### src/pkg/cai_pkg.sv
// Package: register map, field layout, reset values and timing for the command and IRQ enable block
package cai_pkg;

  // ****************************************************************
  // Register indices (byte address is four times the index)
  // ****************************************************************
  localparam logic [5:0] IDX_RESERVED_SLOT_ZERO   = 6'h00;
  localparam logic [5:0] IDX_COMMAND_CONTROL      = 6'h01;
  localparam logic [5:0] IDX_COMMON_IRQ_ENABLE    = 6'h02;
  localparam logic [5:0] IDX_SECONDARY_IRQ_ENABLE = 6'h03;
  localparam logic [5:0] IDX_COMMON_IRQ_REQUEST   = 6'h04;
  localparam logic [5:0] IDX_SECONDARY_IRQ_REQUEST = 6'h05;

  // ****************************************************************
  // Reset values
  // ****************************************************************
  localparam logic [7:0] RST_RESERVED_SLOT_ZERO   = 8'h00;
  localparam logic [7:0] RST_COMMAND_CONTROL      = 8'h20;
  localparam logic [7:0] RST_COMMON_IRQ_ENABLE    = 8'h80;
  localparam logic [7:0] RST_SECONDARY_IRQ_ENABLE = 8'h00;
  localparam logic [7:0] RST_COMMON_IRQ_REQUEST   = 8'h14;
  localparam logic [7:0] RST_SECONDARY_IRQ_REQUEST = 8'h00;

  // ****************************************************************
  // Field positions and masks
  // ****************************************************************
  localparam int unsigned BIT_RECEIVER_OFF      = 5;
  localparam int unsigned BIT_LOW_POWER_REQUEST = 4;
  localparam int unsigned CMD_LSB               = 0;
  localparam int unsigned CMD_W                 = 4;
  localparam int unsigned BIT_POLARITY_INVERT   = 7;
  localparam int unsigned BIT_DRIVE_TYPE        = 7;
  localparam int unsigned BIT_SET_CLEAR_SELECT  = 7;
  localparam int unsigned BIT_CARD_INPUT_EDGE   = 4;
  localparam int unsigned BIT_CHECKSUM_DONE     = 2;
  localparam int unsigned BIT_TX_DONE           = 6;
  localparam logic [7:0] COMMON_FLAG_MASK       = 8'h7f;
  localparam logic [7:0] SECONDARY_FLAG_MASK    = 8'h14;
  localparam logic [7:0] SECONDARY_ENABLE_MASK  = 8'h94;

  // ****************************************************************
  // Command codes and timing
  // ****************************************************************
  localparam logic [3:0] CMD_IDLE            = 4'h0;
  localparam int unsigned CLK_PERIOD_NS      = 8;
  localparam int unsigned WAKE_TIME_NS       = 1024;
  localparam int unsigned WAKE_CYCLES        = (WAKE_TIME_NS + CLK_PERIOD_NS - 1) / CLK_PERIOD_NS;

  // Power management states
  typedef enum logic [2:0] {
    PWR_ACTIVE = 3'b001,
    PWR_DOWN   = 3'b010,
    PWR_WAKE   = 3'b100
  } cai_pwr_t;

  // Request events raised by the command engine, one pulse each
  typedef struct packed {
    logic tx_done;
    logic rx_done;
    logic cmd_finished;
    logic fifo_high;
    logic fifo_low;
    logic error;
    logic timer_expiry;
  } cai_events_t;

endpackage

### src/rtl/cai_top.sv
// Command control and interrupt enable registers with APB access and IRQ pin drive
//
// Overview of operation
// - Offset zero reserved, reads zero, resets zero
// - Command control at one, resets to 20h
// - Receiver-off bit powers down analog receiver
// - Writing power-down one enters low power
// - Power-down zero wakes; reads one until ready
// - Power-down ignored while reinit command runs
// - Command write launches; read shows running command
// - Common enable at two, resets to 80h
// - Polarity bit one inverts IRQ pin
// - Polarity zero follows; reset open-drain floats
// - Bits six, five gate tx, rx
// - Bits four, three gate idle, high
// - Bits two to zero gate low, error, timer
// - Secondary enable at three, resets zero
// - Drive bit selects push-pull or open-drain
// - Bit four gates card input edge request
// - Bit two gates checksum done request
// - Common request flags match enable positions
// - Bit seven selects set or clear of marked
// - Checksum done flag raised when data processed
//
// Design decision made here: the APB interface to the registers.
`timescale 1ns/1ps
module cai_top #(
  parameter int unsigned WAKE_CYCLES      = cai_pkg::WAKE_CYCLES,
  parameter logic [3:0]  REINIT_CODE      = 4'hf,
  parameter logic [3:0]  CHECKSUM_CODE    = 4'h3,
  parameter logic [15:0] VALID_CMD_MASK   = 16'hffff
) (
  // Clock and reset
  input  wire logic                I_MCLK,
  input  wire logic                I_SRST,
  // APB slave
  input  wire logic                I_PSEL,
  input  wire logic                I_PENABLE,
  input  wire logic                I_PWRITE,
  input  wire logic [7:0]          I_PADDR,
  input  wire logic [31:0]         I_PWDATA,
  output logic      [31:0]         O_PRDATA,
  output logic                     O_PREADY,
  output logic                     O_PSLVERR,
  // Command engine
  input  wire cai_pkg::cai_events_t I_EVENTS,
  input  wire logic                I_CMD_DONE,
  input  wire logic                I_CHECKSUM_DATA_DONE,
  output logic      [3:0]          O_CMD_CODE,
  output logic                     O_CMD_START,
  // Analog and power control
  output logic                     O_RECEIVER_OFF,
  output logic                     O_LOW_POWER,
  output logic                     O_WAKE_BUSY,
  // Card interface pin
  input  wire logic                I_CARD_INTERFACE_INPUT,
  // IRQ pin
  output logic                     O_IRQ_OUT,
  output logic                     O_IRQ_OE_N
);

  // ****************************************************************
  // APB decode
  // ****************************************************************
  logic       access_done;
  logic       wr_en;
  logic       mapped;
  logic [5:0] idx;
  logic [7:0] wbyte;
  logic       pready_r;
  logic       pready_nxt;
  logic [31:0] prdata_r;
  logic [31:0] prdata_nxt;
  logic       pslverr_r;
  logic       pslverr_nxt;
  logic [7:0] rd_byte;

  // One wait state: pready rises in the second access cycle
  assign idx         = I_PADDR[7:2];
  assign wbyte       = I_PWDATA[7:0];
  assign mapped      = (I_PADDR[1:0] == 2'h0) && (idx <= cai_pkg::IDX_SECONDARY_IRQ_REQUEST);
  assign access_done = I_PSEL && I_PENABLE && pready_r;
  assign wr_en       = access_done && I_PWRITE && mapped;

  // ****************************************************************
  // Register state
  // ****************************************************************
  logic             rcv_off_r,  rcv_off_nxt;
  logic [3:0]       cmd_r,      cmd_nxt;
  logic             start_r,    start_nxt;
  logic [7:0]       com_en_r,   com_en_nxt;
  logic [7:0]       sec_en_r,   sec_en_nxt;
  logic [7:0]       com_req_r,  com_req_nxt;
  logic [7:0]       sec_req_r,  sec_req_nxt;
  cai_pkg::cai_pwr_t pwr_r,     pwr_nxt;
  logic [15:0]      wake_cnt_r, wake_cnt_nxt;
  logic             pd_bit;
  logic [7:0]       cmd_ctl_rd;
  logic             wr_cmd;
  logic             cmd_stop_flag;
  logic             unknown_cmd;
  logic [7:0]       com_hw_set;
  logic [7:0]       sec_hw_set;
  logic             card_edge;

  // Card input: two flops to synchronise, a third to find edges
  logic card_meta_r, card_sync_r, card_prev_r;
  always_ff @(posedge I_MCLK) begin
    if (I_SRST) begin
      card_meta_r <= 1'b0;
      card_sync_r <= 1'b0;
      card_prev_r <= 1'b0;
    end else begin
      card_meta_r <= I_CARD_INTERFACE_INPUT;
      card_sync_r <= card_meta_r;
      card_prev_r <= card_sync_r;
    end
  end
  assign card_edge = card_sync_r ^ card_prev_r;

  // Power-down bit reads one while down or waking
  assign pd_bit     = (pwr_r != cai_pkg::PWR_ACTIVE);
  assign cmd_ctl_rd = {2'b00, rcv_off_r, pd_bit, cmd_r};
  assign wr_cmd     = wr_en && (idx == cai_pkg::IDX_COMMAND_CONTROL);
  assign unknown_cmd = wr_cmd && !VALID_CMD_MASK[wbyte[3:0]];
  // A command ending by itself or refused as unknown counts as finished
  assign cmd_stop_flag = (I_CMD_DONE && (cmd_r != cai_pkg::CMD_IDLE)) || unknown_cmd;

  // Hardware request sources, placed at their enable positions
  assign com_hw_set = {1'b0, I_EVENTS.tx_done, I_EVENTS.rx_done,
                       I_EVENTS.cmd_finished | cmd_stop_flag, I_EVENTS.fifo_high,
                       I_EVENTS.fifo_low, I_EVENTS.error, I_EVENTS.timer_expiry};
  assign sec_hw_set = {3'b000, card_edge, 1'b0,
                       (cmd_r == CHECKSUM_CODE) && I_CHECKSUM_DATA_DONE, 2'b00};

  // Next state of control, power and enable registers
  always_comb begin
    rcv_off_nxt  = rcv_off_r;
    cmd_nxt      = cmd_r;
    start_nxt    = 1'b0;
    com_en_nxt   = com_en_r;
    sec_en_nxt   = sec_en_r;
    pwr_nxt      = pwr_r;
    wake_cnt_nxt = wake_cnt_r;
    if (wr_cmd) begin
      rcv_off_nxt = wbyte[cai_pkg::BIT_RECEIVER_OFF];
      if (unknown_cmd) begin
        cmd_nxt = cai_pkg::CMD_IDLE;
      end else begin
        cmd_nxt   = wbyte[cai_pkg::CMD_LSB +: cai_pkg::CMD_W];
        start_nxt = (wbyte[cai_pkg::CMD_LSB +: cai_pkg::CMD_W] != cai_pkg::CMD_IDLE);
      end
    end else if (I_CMD_DONE) begin
      cmd_nxt = cai_pkg::CMD_IDLE;
    end
    // Power sequence
    unique case (pwr_r)
      cai_pkg::PWR_ACTIVE: begin
        // Reinit blocks entry so that a reset in flight completes
        if (wr_cmd && wbyte[cai_pkg::BIT_LOW_POWER_REQUEST] && (cmd_r != REINIT_CODE)) begin
          pwr_nxt = cai_pkg::PWR_DOWN;
        end
      end
      cai_pkg::PWR_DOWN: begin
        if (wr_cmd && !wbyte[cai_pkg::BIT_LOW_POWER_REQUEST]) begin
          pwr_nxt      = cai_pkg::PWR_WAKE;
          wake_cnt_nxt = 16'(WAKE_CYCLES);
        end
      end
      cai_pkg::PWR_WAKE: begin
        if (wake_cnt_r <= 16'h0001) begin
          pwr_nxt      = cai_pkg::PWR_ACTIVE;
          wake_cnt_nxt = 16'h0000;
        end else begin
          wake_cnt_nxt = wake_cnt_r - 16'h0001;
        end
      end
      default: begin
        pwr_nxt = cai_pkg::PWR_ACTIVE;
      end
    endcase
    if (wr_en && (idx == cai_pkg::IDX_COMMON_IRQ_ENABLE)) begin
      com_en_nxt = wbyte;
    end
    if (wr_en && (idx == cai_pkg::IDX_SECONDARY_IRQ_ENABLE)) begin
      sec_en_nxt = wbyte & cai_pkg::SECONDARY_ENABLE_MASK;
    end
  end

  // Request flags: software set/clear, hardware set wins over a clear
  always_comb begin
    logic [7:0] sw_set;
    logic [7:0] sw_clr;
    sw_set = 8'h00;
    sw_clr = 8'h00;
    if (wr_en && (idx == cai_pkg::IDX_COMMON_IRQ_REQUEST)) begin
      if (wbyte[cai_pkg::BIT_SET_CLEAR_SELECT]) begin
        sw_set = wbyte;
      end else begin
        sw_clr = wbyte;
      end
    end
    com_req_nxt = ((com_req_r & ~sw_clr) | sw_set | com_hw_set) & cai_pkg::COMMON_FLAG_MASK;
    sw_set = 8'h00;
    sw_clr = 8'h00;
    if (wr_en && (idx == cai_pkg::IDX_SECONDARY_IRQ_REQUEST)) begin
      if (wbyte[cai_pkg::BIT_SET_CLEAR_SELECT]) begin
        sw_set = wbyte;
      end else begin
        sw_clr = wbyte;
      end
    end
    sec_req_nxt = ((sec_req_r & ~sw_clr) | sw_set | sec_hw_set) & cai_pkg::SECONDARY_FLAG_MASK;
  end

  // Register the control and request state
  always_ff @(posedge I_MCLK) begin
    if (I_SRST) begin
      rcv_off_r  <= cai_pkg::RST_COMMAND_CONTROL[cai_pkg::BIT_RECEIVER_OFF];
      cmd_r      <= cai_pkg::RST_COMMAND_CONTROL[3:0];
      start_r    <= 1'b0;
      com_en_r   <= cai_pkg::RST_COMMON_IRQ_ENABLE;
      sec_en_r   <= cai_pkg::RST_SECONDARY_IRQ_ENABLE;
      com_req_r  <= cai_pkg::RST_COMMON_IRQ_REQUEST;
      sec_req_r  <= cai_pkg::RST_SECONDARY_IRQ_REQUEST;
      pwr_r      <= cai_pkg::PWR_ACTIVE;
      wake_cnt_r <= 16'h0000;
    end else begin
      rcv_off_r  <= rcv_off_nxt;
      cmd_r      <= cmd_nxt;
      start_r    <= start_nxt;
      com_en_r   <= com_en_nxt;
      sec_en_r   <= sec_en_nxt;
      com_req_r  <= com_req_nxt;
      sec_req_r  <= sec_req_nxt;
      pwr_r      <= pwr_nxt;
      wake_cnt_r <= wake_cnt_nxt;
    end
  end

  // ****************************************************************
  // APB read path
  // ****************************************************************

  // Read mux; reserved slot and reserved bits read zero
  always_comb begin
    rd_byte = 8'h00;
    unique case (idx)
      cai_pkg::IDX_RESERVED_SLOT_ZERO:    rd_byte = cai_pkg::RST_RESERVED_SLOT_ZERO;
      cai_pkg::IDX_COMMAND_CONTROL:       rd_byte = cmd_ctl_rd;
      cai_pkg::IDX_COMMON_IRQ_ENABLE:     rd_byte = com_en_r;
      cai_pkg::IDX_SECONDARY_IRQ_ENABLE:  rd_byte = sec_en_r;
      cai_pkg::IDX_COMMON_IRQ_REQUEST:    rd_byte = com_req_r;
      cai_pkg::IDX_SECONDARY_IRQ_REQUEST: rd_byte = sec_req_r;
      default:                            rd_byte = 8'h00;
    endcase
    if (!mapped) begin
      rd_byte = 8'h00;
    end
  end

  // Answer is loaded the cycle before completion so it is a flop output
  always_comb begin
    pready_nxt  = I_PSEL && I_PENABLE && !pready_r;
    prdata_nxt  = prdata_r;
    pslverr_nxt = 1'b0;
    if (pready_nxt) begin
      prdata_nxt  = {24'h000000, rd_byte};
      pslverr_nxt = !mapped;
    end
  end

  // Register the bus answer
  always_ff @(posedge I_MCLK) begin
    if (I_SRST) begin
      pready_r  <= 1'b0;
      prdata_r  <= 32'h00000000;
      pslverr_r <= 1'b0;
    end else begin
      pready_r  <= pready_nxt;
      prdata_r  <= prdata_nxt;
      pslverr_r <= pslverr_nxt;
    end
  end

  // ****************************************************************
  // IRQ pin
  // ****************************************************************
  logic irq_any;
  logic irq_level;
  logic irq_out_r, irq_out_nxt;
  logic irq_oe_n_r, irq_oe_n_nxt;

  // Combined status; flag and enable positions coincide
  assign irq_any   = |(com_req_r & com_en_r & cai_pkg::COMMON_FLAG_MASK)
                   | |(sec_req_r & sec_en_r & cai_pkg::SECONDARY_FLAG_MASK);
  assign irq_level = irq_any ^ com_en_r[cai_pkg::BIT_POLARITY_INVERT];

  // Open drain only pulls low; a high level releases the pin
  always_comb begin
    irq_out_nxt  = irq_level;
    irq_oe_n_nxt = 1'b0;
    if (!sec_en_r[cai_pkg::BIT_DRIVE_TYPE] && irq_level) begin
      irq_oe_n_nxt = 1'b1;
    end
  end

  // Register the pin drive
  always_ff @(posedge I_MCLK) begin
    if (I_SRST) begin
      irq_out_r  <= 1'b1;
      irq_oe_n_r <= 1'b1;
    end else begin
      irq_out_r  <= irq_out_nxt;
      irq_oe_n_r <= irq_oe_n_nxt;
    end
  end

  // ****************************************************************
  // Outputs
  // ****************************************************************
  assign O_PRDATA       = prdata_r;
  assign O_PREADY       = pready_r;
  assign O_PSLVERR      = pslverr_r;
  assign O_CMD_CODE     = cmd_r;
  assign O_CMD_START    = start_r;
  assign O_RECEIVER_OFF = rcv_off_r;
  assign O_LOW_POWER    = (pwr_r == cai_pkg::PWR_DOWN);
  assign O_WAKE_BUSY    = (pwr_r == cai_pkg::PWR_WAKE);
  assign O_IRQ_OUT      = irq_out_r;
  assign O_IRQ_OE_N     = irq_oe_n_r;

  // ****************************************************************
  // Assertions
  // ****************************************************************
  localparam int WakeBound = 300;

  a_rsvd_slot_zero: assert property (@(posedge I_MCLK) disable iff (I_SRST)
    (access_done && !I_PWRITE && (I_PADDR == 8'h00)) |-> (O_PRDATA == 32'h00000000))
    else $error("reserved slot read not zero");

  a_pd_wake_seq: assert property (@(posedge I_MCLK) disable iff (I_SRST)
    (O_LOW_POWER && wr_cmd && !wbyte[cai_pkg::BIT_LOW_POWER_REQUEST])
      |=> (pd_bit && O_WAKE_BUSY) ##[1:WakeBound] (!pd_bit && !O_WAKE_BUSY))
    else $error("wake sequence wrong");

  a_pd_reinit_block: assert property (@(posedge I_MCLK) disable iff (I_SRST)
    (pwr_r == cai_pkg::PWR_ACTIVE && wr_cmd && cmd_r == REINIT_CODE) |=> !O_LOW_POWER)
    else $error("low power entered during reinit");

  a_pd_enter: assert property (@(posedge I_MCLK) disable iff (I_SRST)
    (pwr_r == cai_pkg::PWR_ACTIVE && wr_cmd && wbyte[cai_pkg::BIT_LOW_POWER_REQUEST]
      && cmd_r != REINIT_CODE) |=> O_LOW_POWER ##1 pd_bit)
    else $error("low power not entered");

  a_cmd_launch: assert property (@(posedge I_MCLK) disable iff (I_SRST)
    (wr_cmd && !unknown_cmd && wbyte[3:0] != cai_pkg::CMD_IDLE)
      |=> (O_CMD_START && O_CMD_CODE == $past(wbyte[3:0])) ##1 !O_CMD_START)
    else $error("command not launched");

  a_irq_polarity: assert property (@(posedge I_MCLK) disable iff (I_SRST)
    ##1 (O_IRQ_OUT == ($past(irq_any) ^ $past(com_en_r[cai_pkg::BIT_POLARITY_INVERT]))))
    else $error("irq pin polarity wrong");

  a_irq_open_drain: assert property (@(posedge I_MCLK) disable iff (I_SRST)
    (!sec_en_r[cai_pkg::BIT_DRIVE_TYPE] && irq_level) |=> O_IRQ_OE_N)
    else $error("open drain pin driven high");

  a_req_set_wins: assert property (@(posedge I_MCLK) disable iff (I_SRST)
    (I_EVENTS.tx_done && wr_en && idx == cai_pkg::IDX_COMMON_IRQ_REQUEST)
      |=> com_req_r[cai_pkg::BIT_TX_DONE])
    else $error("event lost to clear");

  a_checksum_flag: assert property (@(posedge I_MCLK) disable iff (I_SRST)
    ((cmd_r == CHECKSUM_CODE) && I_CHECKSUM_DATA_DONE) |=> sec_req_r[cai_pkg::BIT_CHECKSUM_DONE])
    else $error("checksum flag not raised");

  c_wake_done: cover property (@(posedge I_MCLK) disable iff (I_SRST)
    O_WAKE_BUSY ##1 !O_WAKE_BUSY);

  c_irq_push_pull: cover property (@(posedge I_MCLK) disable iff (I_SRST)
    sec_en_r[cai_pkg::BIT_DRIVE_TYPE] && !O_IRQ_OE_N && O_IRQ_OUT);

  c_unmapped: cover property (@(posedge I_MCLK) disable iff (I_SRST)
    O_PREADY && O_PSLVERR);

endmodule

### config.mk
export PLATFORM = sky130hd
export DESIGN_NAME = cai_top
export DESIGN_NICKNAME = d
export VERILOG_FILES = /design/src/pkg/cai_pkg.sv /design/src/rtl/cai_top.sv
export SDC_FILE = /design/constraint.sdc
export NUM_CORES = 1
export LEC_CHECK = 0
export ABC_AREA = 1
export BUFFER_PORTS_ARGS = -buffer_cell sky130_fd_sc_hd__buf_2
export CORE_UTILIZATION = 51
export DETAILED_ROUTE_END_ITERATION = 8
export PLACE_DENSITY = 0.78
export RECOVER_POWER = 50
export SLEW_MARGIN = 20
export SYNTH_ARGS = -nofsm -noshare
export SYNTH_HDL_FRONTEND = slang
export SYNTH_SLANG_ARGS = --single-unit
### constraint.sdc
create_clock -name I_MCLK -period 1.85 [get_ports I_MCLK]
set_input_delay 0.37 -clock I_MCLK [delete_from_list [all_inputs] [get_ports I_MCLK]]
set_output_delay 0.37 -clock I_MCLK [all_outputs]
set_load 0.01 [all_outputs]
==> out/metrics.yaml, run 1 <==
die_h_um: 81.5
ios: 99
area_growth_pct: 14.6
ir_worst_vdd_mv: 0.484
die_area_mm2: 0.00664
die_w_um: 81.5
required_ps: 2120
num_antenna_cells: 0
yosysSeqAreaShare_pct: 37.3
cts_buffers: 9
cp_max_fo: 8
ys_warn_count: 0
syn_inst: 447
tightest_slew_ps: 546
ctsRootBufferMaster: "clkbuf_8"
wl_um: 7770
final_layout_size_suffix_gt1_share_pct: 18.2
antenna_found_initial: 0
groute.usage.overall_pct: 25.0
vias_per_cell: 5.34
global_route.usage.met1_pct: 33.5
met3_usage_pct: 4.67
ant_nets: 0
grt_pass1_vias: 2849
cts_tree: "done"
power_density_mw_per_mm2: 709
avgSynthCellArea_um2: 7.21
slew_violations: 0
cts.reportedPaths.clkPinSlew_ps: 70
via_count: 3162
core_area_mm2: 0.00603
synth_top_cell_area_share_pct: 37.3
max-clock-path-buffers: 2
htreeDepth: 3
routabilityCongestion: 0.895
fmax_mhz: 602
synth_seq_cells: 60
hold_class: "in2reg"
dp_hpwl_um: 5650
drt_pre_antenna_iters: 4
cts.sinks: 60
final_cell_mix: "82 x nand2_1, 60 x dfxtp_1, 46 x a21oi_1"
port_buffers: 50
max-slew-margin-rel_pct: 63.6
grt_overflow_total: 0
yosys.area.top_type: "dfxtp_1"
synth_area_leaders: "dfxtp_1 37%, nand2_1 9.5%, a21oi_1 7.0%"
arrival_ps: 1930
layout_commonest_cell: "nand2_1"
row_count: 28
setup_viol: 0
rsz0062_at_grt: "no"
ys_types: 43
grt_max_degree: 23
rrSetupSlack_ps: 190
endpoint_kind: "flop"
finalHoldViolCount: 0
final_nets: 569
post_cts_buffers: 0
period_minus_slack_ps: 1660
finalSetupTns_ps: 0
insertion_delay_ps: 340
mappedNetlistArea_mm2: 0.00322
p_leak_uw: 0.00158
cp-start-kind: "input pin"
grt_busiest_layer: "met2"
crit_type: "in2reg"
fin_crit_sh_pct: 89.7
drv_cap: 0
skew_ps: 7.03
first_iter_violations: 173
fin_util_pct: 61.3
grt_pass1_wl_um: 12700
met2_usage_pct: 39.7
outcome: "completed"
drc: 0
initial_core_util_pct: 53.5
routedWlPerCell_um: 13.1
synthesized netlist by cell type (all sizes together):
cell type,number
a21boi,1
o21a,1
a22oi,2
nor3,9
nand2,87
xnor2,2
inv,49
buf,27
o32ai,4
a41oi,1
o21ai,32
or2,4
ha,2
clkbuf,7
nand4,11
a31oi,1
a211oi,2
conb,1
xor2,3
a21oi,46
o211ai,4
o21bai,2
clkinv,1
a22o,3
nand3,38
nor2,47
dfxtp,60
kinds of logic after synthesis:
| family | Yosys count | share of synthesized area, % |
|---|---|---|
| xor gates and xnor gates | 5 | 1.36 |
| and+or+nand+nor | 196 | 29.3 |
| AOI/OAI and AO/OA | 99 | 18.2 |
| other | 1 | 0.116 |
| DFF | 60 | 37.3 |
| adders and majority gates | 2 | 0.776 |
| buffers and inverters | 84 | 13.0 |
power by group:
| group | switching [uW] | internal, uW | leakage (uW) | total [uW] |
|---|---|---|---|---|
| logic | 127 | 63.5 | 0.00100 | 191 |
| clock network | 516 | 588 | 0.0000982 | 1100 |
| registers | 13.9 | 1310 | 0.000486 | 1320 |
layer usage:
layer	share of wire, %	vias up
met2	46	127
met3	6.8	11
met1	46	1451
met5	0	-
met4	1.4	0
li1	-	1573
sequential cells by signal (all words and copies together) (netlist names):
register / count
sec_req_r: 2
O_CMD_CODE: 4
wake_cnt_r: 16
card_meta_r: 1
O_RECEIVER_OFF: 1
card_sync_r: 1
O_CMD_START: 1
O_PREADY: 1
sec_en_r: 3
O_IRQ_OUT: 1
O_PSLVERR: 1
card_prev_r: 1
com_req_r: 7
com_en_r: 8
O_IRQ_OE_N: 1
O_PRDATA: 8
pwr_r: 3
area by class of cell:
| type | instances | area [um^2] |
|---|---|---|
| Clock inverter | 4 | 22.5 |
| Inverter | 50 | 188 |
| Fill cell | 559 | 2330 |
| Timing Repair Buffer | 65 | 335 |
| Clock buffer | 12 | 165 |
| Sequential cell | 60 | 1200 |
| Tap cell | 75 | 93.8 |
| Multi-Input combinational cell | 326 | 1690 |
critical path, cell delays in order:
cell      delay (ps)
buf_2            100
inv_1             40
nor2_1           160
nand3_2          120
a21boi_2         190
buf_4            150
nand2_1           50
a21oi_1          430
o21ai_0          170
a21oi_1          140
repair_timing:
action,4_1_cts,5_1_grt
gates resized for setup,0,6
endpoints found under the hold margin,0,0
setup endpoints to repair,0,5
hold buffers,0,0
per-stage QoR:
step	std cells	instance area (um^2)	hold slack, ps	total power [uW]	setup WS (ps)
6_report	592	3690	236	2620	190
5_1_grt	592	3690	252	2710	19.7
4_1_cts	592	3720	231	2630	76.4
3_5_place_dp	576	3540	404	1540	23.8
3_3_place_gp	576	3540	390	1540	96.1
2_1_floorplan	470	3310	388	1500	278
worst paths after layout:
check,start,endpoint,depth (start not counted)
setup / recovery,I_PADDR[4],O_PRDATA[2],10
hold reg to reg,card_meta_r,card_sync_r,2
setup reg to reg,wake_cnt_r[0],wake_cnt_r[11],9
hold / removal,I_EVENTS[3],com_req_r[3],3
(Power assumes the default switching activity.)
==> run 2, diff against run 1 <==
==> constraint.sdc (replaced) <==
create_clock -name I_MCLK -period 1.85 [get_ports I_MCLK]
set_input_delay 0.185 -clock I_MCLK [delete_from_list [all_inputs] [get_ports I_MCLK]]
set_output_delay 0.185 -clock I_MCLK [all_outputs]
set_load 0.01 [all_outputs]
==> run 2 against run 1 <==
Clock skew rose by 2.6 ps. Die area did not move. Non-clock buffer count fell by 2. Routed wire length fell by 1.0%. Via count fell by 1.7%. Sequential cell count did not move. Worst setup slack got worse by 45 ps. Core utilization rose by 0.12 points. Sequential share of layout area fell by 0.066 points. Power rose by 6.4%. Highest routed layer unchanged.
==> out/metrics.yaml, run 2 (synthesis gave the netlist of run 1 again) <==
drt_pre_antenna_iters: 5
setup_viol: 0
cts.sinks: 60
port_buffers: 50
grt_pass1_vias: 2715
cp_max_fo: 10
required_ps: 2120
cts.reportedPaths.clkPinSlew_ps: 70
combPwrFrac_pct: 6.8
fmax_mhz: 587
p_leak_uw: 0.00159
cp-start-kind: "flop"
met2_usage_pct: 39.6
drv_cap: 0
wl_um: 7690
grt_max_degree: 23
power_density_mw_per_mm2: 753
power.total_uw: 2790
largest_reg_flops: 16
grt_pass1_wl_um: 12500
global_route.usage.met1_pct: 32.4
cts_buffers: 9
postLayoutCellArea_mm2: 0.00370
core_area_mm2: 0.00603
htreeDepth: 3
period_minus_slack_ps: 1700
p_int_uw: 2140
place_area_mm2: 0.00353
area_growth_pct: 14.8
drc: 0
rsz0062_at_grt: "no"
fin_util_pct: 61.4
cts_tree: "done"
die_area_mm2: 0.00664
ios: 99
met3_usage_pct: 4.44
ctsRootBufferMaster: "clkbuf_8"
die_w_um: 81.5
tightest_slew_ps: 929
ant_nets: 0
initial_core_util_pct: 53.5
finalSetupTns_ps: 0
final_nets: 567
row_count: 28
routabilityCongestion: 0.895
grt_busiest_layer: "met2"
power_frac_seq_pct: 47.5
ir_worst_vdd_mv: 0.560
final_layout_size_suffix_gt1_share_pct: 17.3
max-clock-path-buffers: 2
arrival_ps: 1970
regMostFlops: "wake_cnt_r"
vias_per_cell: 5.27
antenna_found_initial: 0
crit_type: "reg2reg"
via_count: 3108
grt_overflow_total: 0
max-slew-margin-rel_pct: 38.1
groute.usage.overall_pct: 24.9
ff2ff_path_depth: 9
finalHoldViolCount: 0
layout_commonest_cell: "nand2_1"
power.switching_fraction_pct: 23.2
cts_hold_buf: 0
skew_ps: 9.60
p_switching_uw: 647
die_h_um: 81.5
slew_violations: 0
final_cell_mix: "82 x nand2_1, 60 x dfxtp_1, 46 x a21oi_1"
fin_crit_sh_pct: 92.1
routedWlPerCell_um: 13.0
num_antenna_cells: 0
insertion_delay_ps: 340
hold_class: "in2reg"
min_path_cells: 3
endpoint_kind: "flop"
dp_hpwl_um: 5550
first_iter_violations: 252
outcome: "completed"
pwr-share-clk_pct: 45.8
==> run 2: changes by cell type in the layout (fill, tap and decap cells not counted), moves of 2 or more <==
cell | previous run | this run
buf_4 | 14 | 10
nor2_4 | 8 | 6
nor2_2 | 3 | 5
clkinv_2 | 3 | 1
==> run 2: final cells by class <==
class	count	area (um^2)
multi-input cells	326	1670
clock inverters	3	42.5
repair buffers	63	329
inverters	50	188
clock buffers	13	179
well taps	75	93.8
flip-flops and latches	60	1200
fillers	584	2320
==> run 2: critical path: stages (launching register included) <==
cell     delay, ps
dfxtp_1        370
inv_1           80
ha_1           230
nand2_1        110
nor2_2          80
o21ai_4        230
nand2_4        140
inv_1          160
nand3_1         80
a21oi_1        140
==> run 2: repair_timing <==
item                       4_1_cts  5_1_grt
setup buffers                    0        1
setup endpoints to repair        0        8
gates resized for setup          0        2
==> run 2: path summary, 6_finish.rpt <==
check	to	slack, ps	from
worst max-delay path	wake_cnt_r[12]	150	wake_cnt_r[0]
worst min-delay path	com_req_r[3]	40	I_EVENTS[3]
worst max register to register	wake_cnt_r[12]	150	wake_cnt_r[0]
worst min register to register	card_sync_r	410	card_meta_r
==> run 2: power by group through the flow <==
stage | Clock (uW) | Sequential (uW) | Combinational (uW)
floorplan | 0 | 1350 | 155
global placement | 0 | 1350 | 185
detailed placement | 0 | 1350 | 190
CTS | 1280 | 1320 | 191
global route | 1330 | 1320 | 214
finish | 1270 | 1320 | 188
==> run 2: per-layer routing <==
layer | vias up | share of wire [%]
li1 | 1562 | -
met1 | 1413 | 45
met2 | 117 | 46
met3 | 16 | 6.6
met4 | 0 | 2.0
met5 | - | 0
==> run 2: stage by stage <==
stage                     hold slack, ps  cells  worst slack (ps)
after detailed placement             387    573               126
final                               36.0    590               145
after global placement               381    573               159
after floorplan                      292    470               278
after global routing                58.3    590              10.3
after CTS                           30.5    589               106
==> run 3, diff against run 2 <==
- MAX_ROUTING_LAYER: not set -> met4
==> run 3 against run 2 <==
Sequential cell count did not move. Sequential share of layout area did not move. First-iteration DRC count decreased by 18%. Core utilization stayed put. Die area is the same. Sequential power is essentially flat. Global-route usage is 0.77 points higher. Combinational power about the same. Final cell count did not move.
==> out/metrics.yaml, run 3 (synthesis gave the netlist of run 1 again) <==
die_area_mm2: 0.00664
max-slew-margin-rel_pct: 37.5
rrSetupSlack_ps: 150
rsz0062_at_grt: "no"
p_leak_uw: 0.00159
period_minus_slack_ps: 1700
wl_um: 7670
fin_crit_sh_pct: 92.0
crit_top_cell: "inv_1"
die_h_um: 81.5
min_path_cells: 3
antenna_found_initial: 0
ctsRootBufferMaster: "clkbuf_8"
via_count: 3129
cts_tree: "done"
cp_max_fo: 10
cts.reportedPaths.clkPinSlew_ps: 70
setup_viol: 0
outcome: "completed"
port_buffers: 50
routabilityCongestion: 0.910
row_count: 28
insertion_delay_ps: 340
cts.sinks: 60
min_to: "com_req_r[3]"
finalHoldViolCount: 0
slowest_delay_ps: 370
startpoint: "wake_cnt_r[0]"
ff2ff_path_depth: 9
initial_core_util_pct: 53.5
rr_startpoint: "wake_cnt_r[0]"
hold_class: "in2reg"
whs_ps: 38.1
arrival_ps: 1970
regMostFlops: "wake_cnt_r"
cts_buffers: 9
routedWlPerCell_um: 13.0
r2r_end: "wake_cnt_r[12]"
skew_ps: 8.94
slew_violations: 0
cp_slowest_cell: "dfxtp_1"
grt_max_degree: 23
grt_pass1_vias: 2726
grt_overflow_total: 0
crit_type: "reg2reg"
num-fill-cells: 584
min-delay-start: "I_EVENTS[3]"
crit_chain: "inv_1 > ha_1 > nand2_1 > nor2_2 > o21ai_4 > nand2_4 > inv_1 > nand3_1 > a21oi_1"
ant_nets: 0
groute.usage.overall_pct: 25.6
power_density_mw_per_mm2: 752
die_w_um: 81.5
tightest_slew_ps: 937
area_growth_pct: 14.8
finalSetupTns_ps: 0
dp_hpwl_um: 5550
htreeDepth: 3
ios: 99
final_cell_mix: "82 x nand2_1, 60 x dfxtp_1, 46 x a21oi_1"
num_antenna_cells: 0
max-clock-path-buffers: 2
layout_commonest_cell: "nand2_1"
first_iter_violations: 206
drv_cap: 0
final_layout_size_suffix_gt1_share_pct: 17.3
largest_reg_flops: 16
drt_pre_antenna_iters: 5
final_nets: 567
fmax_mhz: 587
place_area_mm2: 0.00353
vias_per_cell: 5.30
drc: 0
ir_worst_vdd_mv: 0.560
grt_pass1_wl_um: 12500
postLayoutCellArea_mm2: 0.00370
required_ps: 2120
cp-start-kind: "flop"
core_area_mm2: 0.00603
endpoint_kind: "flop"
==> run 3: cell counts in the layout (fill, tap and decap cells not counted) <==
Identical to the previous run, type by type.
==> run 3: final cells by class <==
| cell class | count | area (um^2) | area share [%] |
|---|---|---|---|
| Inverter | 50 | 188 | 5.07 |
| Clock buffer | 13 | 179 | 4.83 |
| Multi-Input combinational cell | 326 | 1670 | 45.1 |
| Sequential cell | 60 | 1200 | 32.5 |
| Clock inverter | 3 | 42.5 | 1.15 |
| Timing Repair Buffer | 63 | 329 | 8.89 |
| Tap cell | 75 | 93.8 | 2.54 |
==> run 3: how the worst max path moves through the flow <==
stage,to,slack (ps),cells past startpoint
CTS,wake_cnt_r[14],110,9
detailed placement,wake_cnt_r[12],130,9
finish,wake_cnt_r[12],150,9
global placement,wake_cnt_r[12],160,9
floorplan,wake_cnt_r[1],280,8
global route,wake_cnt_r[4],10,9
==> run 3: routing by layer <==
layer	routed length, um	global-route usage, %	vias to the layer above
li1	-	-	1565
met3	535	4.33	20
met5	0	-	-
met4	186	11.6	0
met1	3470	32.7	1419
met2	3480	39.5	125
==> run 3: stage by stage <==
| step | worst slack, ps | cells | power, uW | utilization (%) |
|---|---|---|---|---|
| floorplan | 278 | 470 | 1500 | - |
| global placement | 159 | 573 | 1530 | 58.5 |
| detailed placement | 126 | 573 | 1540 | 58.5 |
| CTS | 106 | 589 | 2800 | 62.2 |
| global route | 10.3 | 590 | 2880 | 61.4 |
| finish | 148 | 590 | 2780 | 61.4 |
==> run 3: power breakdown <==
group          total [uW]  switching, uW  leakage, uW  internal [uW]
logic                 189            126     0.000989           62.3
clock network        1270            506     0.000112            767
registers            1320           12.8     0.000486           1310
==> run 3: worst max-delay path: cells and delay by family (launching register included) <==
kind	cells	cell delay (ps)
AO/OA/AOI/OAI	2	370
adder cells (fa/ha/maj)	1	230
buffers and inverters	2	240
flip-flops	1	370
AND/OR/NAND/NOR	4	410
==> run 3: timing repair <==
action | in CTS | in global routing
buffers inserted | 0 | 1
gates resized for setup | 0 | 2
setup endpoints to repair | 0 | 8
hold buffers | 0 | 0
